## config.mk

```make
export PLATFORM = sky130hd
export DESIGN_NAME = isf_top
export DESIGN_NICKNAME = d
export VERILOG_FILES = /design/src/hdl/isf_pkg.sv /design/src/hdl/isf_top.sv
export SDC_FILE = /design/constraint.sdc
export NUM_CORES = 1
export LEC_CHECK = 0
export ABC_AREA = 1
export ABC_CLOCK_PERIOD_IN_PS = 2090
export BUFFER_PORTS_ARGS = -buffer_cell sky130_fd_sc_hd__buf_2
export CORE_MARGIN = 2
export CORE_UTILIZATION = 45
export CTS_CLUSTER_SIZE = 28
export DETAILED_ROUTE_END_ITERATION = 7
export GPL_TIMING_DRIVEN = 0
export PLACE_DENSITY_LB_ADDON = 0.15
export SYNTH_ARGS = -nofsm -noshare
export SYNTH_HDL_FRONTEND = slang
export SYNTH_SLANG_ARGS = --single-unit
```

## constraint.sdc

```tcl
create_clock -name mclk -period 2.09 [get_ports mclk]
set_clock_uncertainty 0.1 [all_clocks]
set_input_delay 0.418 -clock mclk [delete_from_list [all_inputs] [get_ports mclk]]
set_output_delay 0.418 -clock mclk [all_outputs]
set_load 0.02 [all_outputs]
```

## src/hdl/isf_pkg.sv

```systemverilog
// Purpose: shared constants and types for the interrupt source flag block
// Assumes: one clock, synchronous active-high reset
// Notes: source index order is the fixed polling order, 0 polled first
package isf_pkg;
    localparam int unsigned NUM_SRC = 10;
    // source indices in polling order
    localparam int unsigned SRC_EXT_A = 0;
    localparam int unsigned SRC_UART_B = 1;
    localparam int unsigned SRC_TMR0 = 2;
    localparam int unsigned SRC_TWI = 3;
    localparam int unsigned SRC_EXT_B = 4;
    localparam int unsigned SRC_DDC = 5;
    localparam int unsigned SRC_TMR1 = 6;
    localparam int unsigned SRC_USB = 7;
    localparam int unsigned SRC_UART_A = 8;
    localparam int unsigned SRC_TMR2 = 9;
    localparam logic [3:0] SRC_NONE = 4'hf;
    localparam logic [1:0] TMR0_MODE_SPLIT = 2'h3;
    localparam logic [6:0] USB_FLAGS_RST = 7'h00;

    typedef enum logic [1:0] {
        ISF_IDLE = 2'b00,
        ISF_ACK = 2'b01
    } isf_state_t;

    typedef struct packed {
        logic [1:0] sync_a;
        logic [1:0] sync_b;
        logic [1:0] sync_timer_two_ext_input;
        logic ext_a_prev;
        logic ext_b_prev;
        logic timer_two_ext_input_prev;
        logic ext_irq_a_flag;
        logic ext_irq_b_flag;
        logic timer_zero_overflow_flag;
        logic timer_one_overflow_flag;
        logic timer_two_overflow_flag;
        logic timer_two_ext_flag;
        logic serial_ctrl_irq_flag;
        logic ddc2b_flag;
        logic ddc1_flag;
        logic protocol_switch_flag;
        logic [6:0] usb_flags;
        logic [NUM_SRC-1:0] src_req;
        logic irq_req;
        logic [3:0] irq_sel;
        isf_state_t state;
    } isf_state_s_t;
endpackage : isf_pkg

```

## src/hdl/isf_top.sv

```systemverilog
// Purpose: gathers ten interrupt sources into request flags and lines
// Assumes: pins asynchronous; peripheral events one-cycle pulses on mclk
// Notes: core acknowledges the selected source with a one-cycle vector pulse
`timescale 1ns/1ps
// Summary of operation
// - ten sources: pins, timers, serial, ddc, usb
// - ext a level or edge by trigger bit
// - edge requests cleared when core vectors
// - level flag follows pin, not cleared when interrupt taken
// - ext b level or edge by trigger bit
// - adc completion may drive ext b
// - timers zero/one overflow set flags, timer zero not in mode 3
// - timer zero/one flags cleared on service
// - timer two overflow flag software cleared only
// - timer_two_ext_input edge, gated by enable, sets ext flag
// - two-wire flag cleared by hardware on service
// - ddc irq from three flags
// - only ddc2b flag hardware cleared
// - usb events set usb flags
// - usb flags stay until software clears
// - per-source enables plus global enable
// - fixed polling order picks among equals
module isf_top (
    input wire logic mclk,
    input wire logic rst,
    input wire logic ext_irq_a_pin,
    input wire logic ext_irq_b_pin,
    input wire logic ext_irq_a_trigger_type,
    input wire logic ext_irq_b_trigger_type,
    input wire logic adc_owns_ext_b,
    input wire logic adc_done,
    input wire logic [1:0] timer_zero_mode,
    input wire logic timer_zero_overflow,
    input wire logic timer_one_overflow,
    input wire logic timer_two_overflow,
    input wire logic timer_two_ext_input,
    input wire logic timer_two_ext_enable,
    input wire logic timer_two_sw_clear,
    input wire logic twowire_event,
    input wire logic ddc2b_event,
    input wire logic ddc1_event,
    input wire logic protocol_switch_event,
    input wire logic ddc_sw_clear,
    input wire logic [6:0] usb_events,
    input wire logic [6:0] usb_sw_clear,
    input wire logic uart_a_req,
    input wire logic uart_b_req,
    input wire logic [9:0] src_enable,
    input wire logic global_irq_enable,
    input wire logic core_vector,
    output logic ext_irq_a_flag,
    output logic ext_irq_b_flag,
    output logic timer_zero_overflow_flag,
    output logic timer_one_overflow_flag,
    output logic timer_two_overflow_flag,
    output logic timer_two_ext_flag,
    output logic serial_ctrl_irq_flag,
    output logic ddc2b_flag,
    output logic ddc1_flag,
    output logic protocol_switch_flag,
    output logic [6:0] usb_flags,
    output logic [9:0] src_req,
    output logic irq_req,
    output logic [3:0] irq_sel
);
    isf_pkg::isf_state_s_t s_q;
    isf_pkg::isf_state_s_t s_d;
    logic [isf_pkg::NUM_SRC-1:0] req_now;
    logic [isf_pkg::NUM_SRC-1:0] req_gated;
    logic [isf_pkg::NUM_SRC-1:0] ack;
    logic b_in;
    logic a_edge;
    logic b_edge;
    logic t2_edge;

    // ************************************************************
    // flag update
    // ************************************************************
    always_comb begin
        s_d = s_q;
        s_d.sync_a = {s_q.sync_a[0], ext_irq_a_pin};
        s_d.sync_b = {s_q.sync_b[0], ext_irq_b_pin};
        s_d.sync_timer_two_ext_input = {s_q.sync_timer_two_ext_input[0], timer_two_ext_input};
        // adc takes the ext b input when it owns it
        b_in = adc_owns_ext_b ? adc_done : s_q.sync_b[1];
        s_d.ext_a_prev = s_q.sync_a[1];
        s_d.ext_b_prev = b_in;
        s_d.timer_two_ext_input_prev = s_q.sync_timer_two_ext_input[1];
        // pins active low, as usual for external requests
        a_edge = s_q.ext_a_prev & ~s_q.sync_a[1];
        b_edge = s_q.ext_b_prev & ~b_in;
        t2_edge = s_q.timer_two_ext_input_prev & ~s_q.sync_timer_two_ext_input[1];
        ack = '0;
        if (core_vector && s_q.irq_req && s_q.state == isf_pkg::ISF_IDLE) begin
            ack[s_q.irq_sel] = 1'b1;
        end
        // ext a
        if (ext_irq_a_trigger_type) begin
            if (a_edge) begin
                s_d.ext_irq_a_flag = 1'b1;
            end else if (ack[isf_pkg::SRC_EXT_A]) begin
                s_d.ext_irq_a_flag = 1'b0;
            end
        end else begin
            // level flag follows pin; held while pin low, not cleared when taken
            s_d.ext_irq_a_flag = ~s_q.sync_a[1];
        end
        if (ext_irq_b_trigger_type) begin
            if (b_edge) begin
                s_d.ext_irq_b_flag = 1'b1;
            end else if (ack[isf_pkg::SRC_EXT_B]) begin
                s_d.ext_irq_b_flag = 1'b0;
            end
        end else begin
            s_d.ext_irq_b_flag = ~b_in;
        end
        // timers: set wins over hardware clear
        if (timer_zero_overflow && timer_zero_mode != isf_pkg::TMR0_MODE_SPLIT)
        begin
            s_d.timer_zero_overflow_flag = 1'b1;
        end else if (ack[isf_pkg::SRC_TMR0]) begin
            s_d.timer_zero_overflow_flag = 1'b0;
        end
        if (timer_one_overflow) begin
            s_d.timer_one_overflow_flag = 1'b1;
        end else if (ack[isf_pkg::SRC_TMR1]) begin
            s_d.timer_one_overflow_flag = 1'b0;
        end
        if (timer_two_overflow) begin
            s_d.timer_two_overflow_flag = 1'b1;
        end else if (timer_two_sw_clear) begin
            s_d.timer_two_overflow_flag = 1'b0;
        end
        if (t2_edge && timer_two_ext_enable) begin
            s_d.timer_two_ext_flag = 1'b1;
        end else if (timer_two_sw_clear) begin
            s_d.timer_two_ext_flag = 1'b0;
        end
        if (twowire_event) begin
            s_d.serial_ctrl_irq_flag = 1'b1;
        end else if (ack[isf_pkg::SRC_TWI]) begin
            s_d.serial_ctrl_irq_flag = 1'b0;
        end
        if (ddc2b_event) begin
            s_d.ddc2b_flag = 1'b1;
        end else if (ack[isf_pkg::SRC_DDC]) begin
            s_d.ddc2b_flag = 1'b0;
        end
        if (ddc1_event) begin
            s_d.ddc1_flag = 1'b1;
        end else if (ddc_sw_clear) begin
            s_d.ddc1_flag = 1'b0;
        end
        if (protocol_switch_event) begin
            s_d.protocol_switch_flag = 1'b1;
        end else if (ddc_sw_clear) begin
            s_d.protocol_switch_flag = 1'b0;
        end
        // usb: event wins over software clear per bit
        s_d.usb_flags = (s_q.usb_flags & ~usb_sw_clear) | usb_events;
        // ************************************************************
        // request lines and polling
        // ************************************************************
        req_now = '0;
        req_now[isf_pkg::SRC_EXT_A] = s_d.ext_irq_a_flag;
        req_now[isf_pkg::SRC_UART_B] = uart_b_req;
        req_now[isf_pkg::SRC_TMR0] = s_d.timer_zero_overflow_flag;
        req_now[isf_pkg::SRC_TWI] = s_d.serial_ctrl_irq_flag;
        req_now[isf_pkg::SRC_EXT_B] = s_d.ext_irq_b_flag;
        req_now[isf_pkg::SRC_DDC] = s_d.ddc2b_flag | s_d.ddc1_flag |
            s_d.protocol_switch_flag;
        req_now[isf_pkg::SRC_TMR1] = s_d.timer_one_overflow_flag;
        req_now[isf_pkg::SRC_USB] = |s_d.usb_flags;
        req_now[isf_pkg::SRC_UART_A] = uart_a_req;
        req_now[isf_pkg::SRC_TMR2] = s_d.timer_two_overflow_flag |
            s_d.timer_two_ext_flag;
        s_d.src_req = req_now;
        req_gated = req_now & src_enable & {isf_pkg::NUM_SRC{global_irq_enable}};
        s_d.irq_req = |req_gated;
        s_d.irq_sel = isf_pkg::SRC_NONE;
        for (int i = isf_pkg::NUM_SRC - 1; i >= 0; i--) begin
            if (req_gated[i]) begin
                s_d.irq_sel = 4'(i);
            end
        end
        // one acknowledge per vector pulse; next one after a gap cycle
        case (s_q.state)
            isf_pkg::ISF_IDLE: begin
                if (|ack) begin
                    s_d.state = isf_pkg::ISF_ACK;
                    s_d.irq_req = 1'b0;
                    s_d.irq_sel = isf_pkg::SRC_NONE;
                end
            end
            isf_pkg::ISF_ACK: begin
                s_d.state = isf_pkg::ISF_IDLE;
            end
            default: begin
                s_d.state = isf_pkg::ISF_IDLE;
            end
        endcase
    end

    always_ff @(posedge mclk) begin
        if (rst) begin
            s_q <= '0;
            s_q.sync_a <= 2'h3;
            s_q.sync_b <= 2'h3;
            s_q.sync_timer_two_ext_input <= 2'h3;
            s_q.ext_a_prev <= 1'b1;
            s_q.ext_b_prev <= 1'b1;
            s_q.timer_two_ext_input_prev <= 1'b1;
            s_q.usb_flags <= isf_pkg::USB_FLAGS_RST;
            s_q.irq_sel <= isf_pkg::SRC_NONE;
            s_q.state <= isf_pkg::ISF_IDLE;
        end else begin
            s_q <= s_d;
        end
    end

    assign ext_irq_a_flag = s_q.ext_irq_a_flag;
    assign ext_irq_b_flag = s_q.ext_irq_b_flag;
    assign timer_zero_overflow_flag = s_q.timer_zero_overflow_flag;
    assign timer_one_overflow_flag = s_q.timer_one_overflow_flag;
    assign timer_two_overflow_flag = s_q.timer_two_overflow_flag;
    assign timer_two_ext_flag = s_q.timer_two_ext_flag;
    assign serial_ctrl_irq_flag = s_q.serial_ctrl_irq_flag;
    assign ddc2b_flag = s_q.ddc2b_flag;
    assign ddc1_flag = s_q.ddc1_flag;
    assign protocol_switch_flag = s_q.protocol_switch_flag;
    assign usb_flags = s_q.usb_flags;
    assign src_req = s_q.src_req;
    assign irq_req = s_q.irq_req;
    assign irq_sel = s_q.irq_sel;

    // ************************************************************
    // checks
    // ************************************************************
    AST_T2_NO_HW_CLEAR: assert property (@(posedge mclk) disable iff (rst)
        $fell(timer_two_overflow_flag) |-> $past(timer_two_sw_clear))
        else $error("timer two flag cleared without software");
    AST_T0_SET: assert property (@(posedge mclk) disable iff (rst)
        timer_zero_overflow && timer_zero_mode != isf_pkg::TMR0_MODE_SPLIT
        |=> timer_zero_overflow_flag)
        else $error("timer zero overflow lost");
    AST_T0_MODE3: assert property (@(posedge mclk) disable iff (rst)
        !timer_zero_overflow_flag && timer_zero_mode == isf_pkg::TMR0_MODE_SPLIT
        |=> !timer_zero_overflow_flag)
        else $error("timer zero flag set in split mode");
    AST_T1_CLR: assert property (@(posedge mclk) disable iff (rst)
        $fell(timer_one_overflow_flag) |-> $past(core_vector))
        else $error("timer one flag cleared without service");
    AST_USB_HOLD: assert property (@(posedge mclk) disable iff (rst)
        usb_flags[0] && !usb_sw_clear[0] |=> usb_flags[0])
        else $error("usb flag dropped without software clear");
    AST_USB_SET: assert property (@(posedge mclk) disable iff (rst)
        usb_events[0] |=> usb_flags[0] && src_req[isf_pkg::SRC_USB])
        else $error("usb event did not reach request");
    AST_GLOBAL_OFF: assert property (@(posedge mclk) disable iff (rst)
        !global_irq_enable |=> !irq_req)
        else $error("request while globally disabled");
    AST_DDC1_HOLD: assert property (@(posedge mclk) disable iff (rst)
        ddc1_flag && !ddc_sw_clear |=> ddc1_flag)
        else $error("ddc1 flag cleared by hardware");
    AST_POLL_FIRST: assert property (@(posedge mclk) disable iff (rst)
        irq_req && src_req[isf_pkg::SRC_EXT_A] && src_enable[0]
        && $stable(src_enable) && global_irq_enable && $stable(src_req)
        && $past(s_q.state) == isf_pkg::ISF_IDLE && !$past(core_vector)
        |-> irq_sel == 4'h0)
        else $error("polling order not honoured");
    AST_EXTA_LEVEL: assert property (@(posedge mclk) disable iff (rst)
        !ext_irq_a_trigger_type && !s_q.sync_a[1] |=> ext_irq_a_flag)
        else $error("level flag dropped while pin active");
endmodule : isf_top

```

Word level (Yosys, flattened, before mapping)

Index checks and enable logic that the tools add are counted.

Reductions and logical operators: 10
Equality and inequality tests: 1
Mux-type cells: 38
Magnitude comparators: 2
Bitwise operators: 15

Operators with widths:

| cell               | number |
|---|---|
| $mux 4             | 9 |
| $mux 1             | 24 |
| $and 10x10->10     | 2 |
| $reduce_or 10->1   | 2 |
| $mux 10            | 1 |
| $and 7x7->7        | 1 |
| $mux 7             | 1 |
| $not 7->7          | 1 |
| $or 7x7->7         | 1 |
| $reduce_or 7->1    | 1 |
| $logic_and 1x1->1  | 5 |
| $lt 4x5->1 const B | 1 |
| $mux 5             | 1 |
| $demux 1 s4        | 1 |
| $ge 4x1->1 const B | 1 |
| $not 1->1          | 4 |
| $and 1x1->1        | 3 |
| $mux 3             | 1 |
| $or 1x1->1         | 3 |
| $logic_not 2->1    | 1 |
| $ne 2x2->1 const B | 1 |
| $reduce_or 2->1    | 1 |

Flip-flop bits (word level): 42
Output and inout port bits: 32
Logic and storage cells: 87
Input bits: 49

Longest topological paths before layout

Depth in word-level cells: 23
Mapped depth: 15
Gate-level depth less buffers: 15

Worst setup path before layout

OpenSTA, ideal clock, no wires.

Path kind: register -> register
Start: register s_q, in the netlist irq_req
End: register s_q, in the netlist irq_req
Slack: 0.547 ns
Arrival: 1.332 ns
Library setup time: 0.112 ns
Buffers on the path: 0
Required time: 1.878 ns
Cell stages (with the launch flop): 12
Clock period less this slack: 1.543 ns
Cell sequence: dfxtp_1 nand3_2 nor2_2 nand3_1 nand2_1 nand3_1 nand2_1 nand2_1 inv_1 nand4_2 nand2_2 nand2_2

Cells in the longest elaborated chain, start to end: 12
Elaborated cells between the ends (all ways): 25
Those cells by class: mux (17); bitwise (4); reduce/logical (4)

Ends and longest elaborated chain:

| what                                | line           | source |
|---|---|---|
| start: declaration                  | isf_top.sv:66  | `isf_pkg::isf_state_s_t s_q;` |
| $logic_and 1x1->1 (*) (2 in series) | isf_top.sv:94  | `if (core_vector && s_q.irq_req && s_q.state == isf_pkg::ISF_IDLE) begin` |
| $mux 10 (*)                         | isf_top.sv:94  |  |
| $mux 1                              | isf_top.sv:146 | `end else if (ack[isf_pkg::SRC_DDC]) begin` |
| $mux 1                              | isf_top.sv:144 | `if (ddc2b_event) begin` |
| $or 1x1->1 (2 in series)            | isf_top.sv:170 | `req_now[isf_pkg::SRC_DDC] = s_d.ddc2b_flag \| s_d.ddc1_flag \|` |
| $and 10x10->10 (2 in series)        | isf_top.sv:178 | `req_gated = req_now & src_enable & {isf_pkg::NUM_SRC{global_irq_enable}};` |
| $reduce_or 10->1                    | isf_top.sv:179 | `s_d.irq_req = \|req_gated;` |
| $mux 7                              | isf_top.sv:189 | `if (\|ack) begin` |
| $mux 5 (*)                          | isf_top.sv:187 | `case (s_q.state)` |

Mark *: on every way between the ends. The rest lies on a longest branch, timed or not.
A chain may end at the register's enable or synchronous reset.

Worst setup path in the final report

Same ends and word-level chain as after synthesis.

==> impl_metrics.env <==
export IMPL_outcome="complete, no violations"
export IMPL_timing_slew_headroom_pct=67.9
export IMPL_synthSimpleGateAreaFrac_pct=27.2
export IMPL_layout_nets=353
export IMPL_synthCells=218
export IMPL_clk_path_buf_depth=2
export IMPL_num_vias=1536
export IMPL_dpl_hpwl_um=2680
export IMPL_crit_type="reg -> reg"
export IMPL_ys_warnings_count=0
export IMPL_start_kind="register"
export IMPL_endpoint_kind="register"
export IMPL_dp_cells=343
export IMPL_synth_area_top_cells="dfxtp_1 45%, buf_4 10%, nand2_1 8.7%"
export IMPL_grt_util_all_layers_pct=17.3
export IMPL_drtAntennaViolNets=0
export IMPL_finalWeightedCongestion=0.747
export IMPL_antenna_cells=0
export IMPL_synthAdderAreaFrac_pct=0
export IMPL_cts_sinks=37
export IMPL_cp_arrival_ns=1.73
export IMPL_drv_slew=0
export IMPL_rsz0062_at_grt="no"
export IMPL_tightest_slew_ns=0.482
export IMPL_ys_seq_area_share_pct=45.1
export IMPL_fin_area_um2=2150
export IMPL_post_route_drc_count=0
export IMPL_synth_xor_area_share_pct=0
export IMPL_die_w_um=64.4
export IMPL_drtIter0Drc=34
export IMPL_mostFrequentLayoutCell="buf_2"
export IMPL_regToRegSetupSlack_ns=0.50
export IMPL_synthMuxAreaShare_pct=0.609
export IMPL_grt_pass1_wl_um=5530
export IMPL_period_share_pct=75.9
export IMPL_finalPower_mw=1.44
export IMPL_tns_ns=0
export IMPL_post_cts_setup_buffers=0
export IMPL_antenna_found_initial=0
export IMPL_hold_path_class="in -> reg"
export IMPL_syn_nets=267
export IMPL_cts_tree="done"
export IMPL_yosys_area_top_type_share_pct=45.1
export IMPL_synthToLayoutAreaGrowth_pct=30.7
export IMPL_avgSynthCellArea_um2=7.54
export IMPL_timing_hold_ws_ns=0.150
export IMPL_final_cell_mix="79 x buf_2, 38 x nand2_1, 37 x dfxtp_1"
export IMPL_finalHoldViolations=0
export IMPL_clk_pin_slew_ns=0.11
export IMPL_vias_per_cell=4.38
export IMPL_die_area_um2=4150
export IMPL_maxCapViolCount=0
export IMPL_synth_compound_area_share_pct=8.15
export IMPL_die_h_um=64.4
export IMPL_period_minus_slack_ns=1.59
export IMPL_powerDensity_nw_per_um2=669
export IMPL_dpl_cell_area_um2=2100
export IMPL_ios=81
export IMPL_yosys_area_top_type="dfxtp_1"
export IMPL_initial_core_util_pct=48.1
export IMPL_synth_area_um2=1640
export IMPL_drive_above_1_share_pct=42.0
export IMPL_cts_resized=0
export IMPL_synth_cell_types=18
export IMPL_crit_required_ns=2.23
export IMPL_max_freq_ghz=0.631
export IMPL_cts_root_buf="clkbuf_4"
export IMPL_grt_overflow=0
export IMPL_synth_top_family_by_area="simple AND/OR/NAND/NOR gates"
export IMPL_p_leak_nw=1.25
export IMPL_cts_hold_buf=0
export IMPL_first_pass_iters=4
export IMPL_grt_pass1_vias=1397
export IMPL_instances_no_fill=351
export IMPL_grt_start_max_net_pins=12
export IMPL_worstSkewPairLatency_ns=0.34
export IMPL_setup_viol=0
export IMPL_crit_path_max_fanout=3
export IMPL_core_um2=3420
export IMPL_ir_drop_mv=0.423
export IMPL_fp_row_count=21
export IMPL_wl_um=3320
export IMPL_n_fill_cell=345
export IMPL_wire_per_inst_um=9.45
export IMPL_cts_inserted_buffers=5
export IMPL_synth_seq_cells=37
export IMPL_port_buffers=79
export IMPL_cts_max_level=2
state kept, by name, indices dropped and copies added, names as in the netlist, 4 cells and up:
| signal | flops |
|---|---|
| usb_flags | 7 |
| irq_sel | 4 |
| s_d | 5 |
| src_req | 10 |
| s_q | 5 |
through the flow:
step,setup slack (ns),utilization [%]
2_1_floorplan,0.547,-
3_3_place_gp,0.333,61.4
3_5_place_dp,0.326,61.4
4_1_cts,0.492,62.9
5_1_grt,0.292,62.9
6_report,0.505,62.9
power breakdown:
group	switching [mW]	leakage, nW	total (mW)	internal (mW)
Clock	0.227	0.0320	0.355	0.128
Combinational	0.167	0.906	0.308	0.141
Sequential	0.0235	0.308	0.774	0.751
Total	0.418	1.25	1.44	1.02
per-layer routing:
layer / track usage, % / vias to the layer above / wire length (um)
met3: 4.34 / 10 / 164
met4: 8.24 / 0 / 69
met2: 29.8 / 38 / 1670
met5: 0 / - / 0
li1: - / 815 / -
met1: 20.0 / 673 / 1410
synth_stat cells:
cell	n
clkbuf_1	3
nor2_2	2
nor2_4	1
a31oi_1	1
nand3_1	11
or2_2	7
nand2_1	38
a21o_1	5
dfxtp_1	37
nand3_2	4
nor2_1	26
nand2_2	5
mux2i_1	1
nand4_2	1
a21oi_1	13
o21ai_0	5
buf_4	22
inv_1	36
layout make-up:
class / instances / area, um^2 / area share, %
buffer: 25 / 176 / 8.22
clock buffer: 6 / 41.3 / 1.92
clock inverter: 2 / 10.0 / 0.466
inverter: 36 / 135 / 6.29
multi-input combinational: 120 / 591 / 27.5
sequential: 37 / 741 / 34.5
tap: 46 / 57.6 / 2.68
timing repair buffer: 79 / 395 / 18.4
final timing paths:
| check | end | start | depth (start not counted) |
|---|---|---|---|
| worst max-delay path | irq_req | irq_req | 11 |
| worst min-delay path | s_d[38] | timer_two_ext_input | 2 |
| worst max register to register | irq_req | irq_req | 11 |
| worst min register to register | s_q[40] | s_d[40] | 1 |
kinds of logic after synthesis:
kind of cell / after synthesis
AND/OR/NAND/NOR: 95
multiplexers: 1
AO/OA/AOI/OAI: 24
flip-flops: 37
buffers and inverters: 61
critical path, stage by stage (launching register included):
cell     delay (ns)
dfxtp_1        0.36
nand3_2        0.12
nor2_2         0.14
nand3_1        0.10
nand2_1        0.09
nand3_1        0.11
nand2_1        0.12
nand2_1        0.07
inv_1          0.07
nand4_2        0.10
nand2_2        0.08
nand2_2        0.04
(Power assumes the default switching activity.)
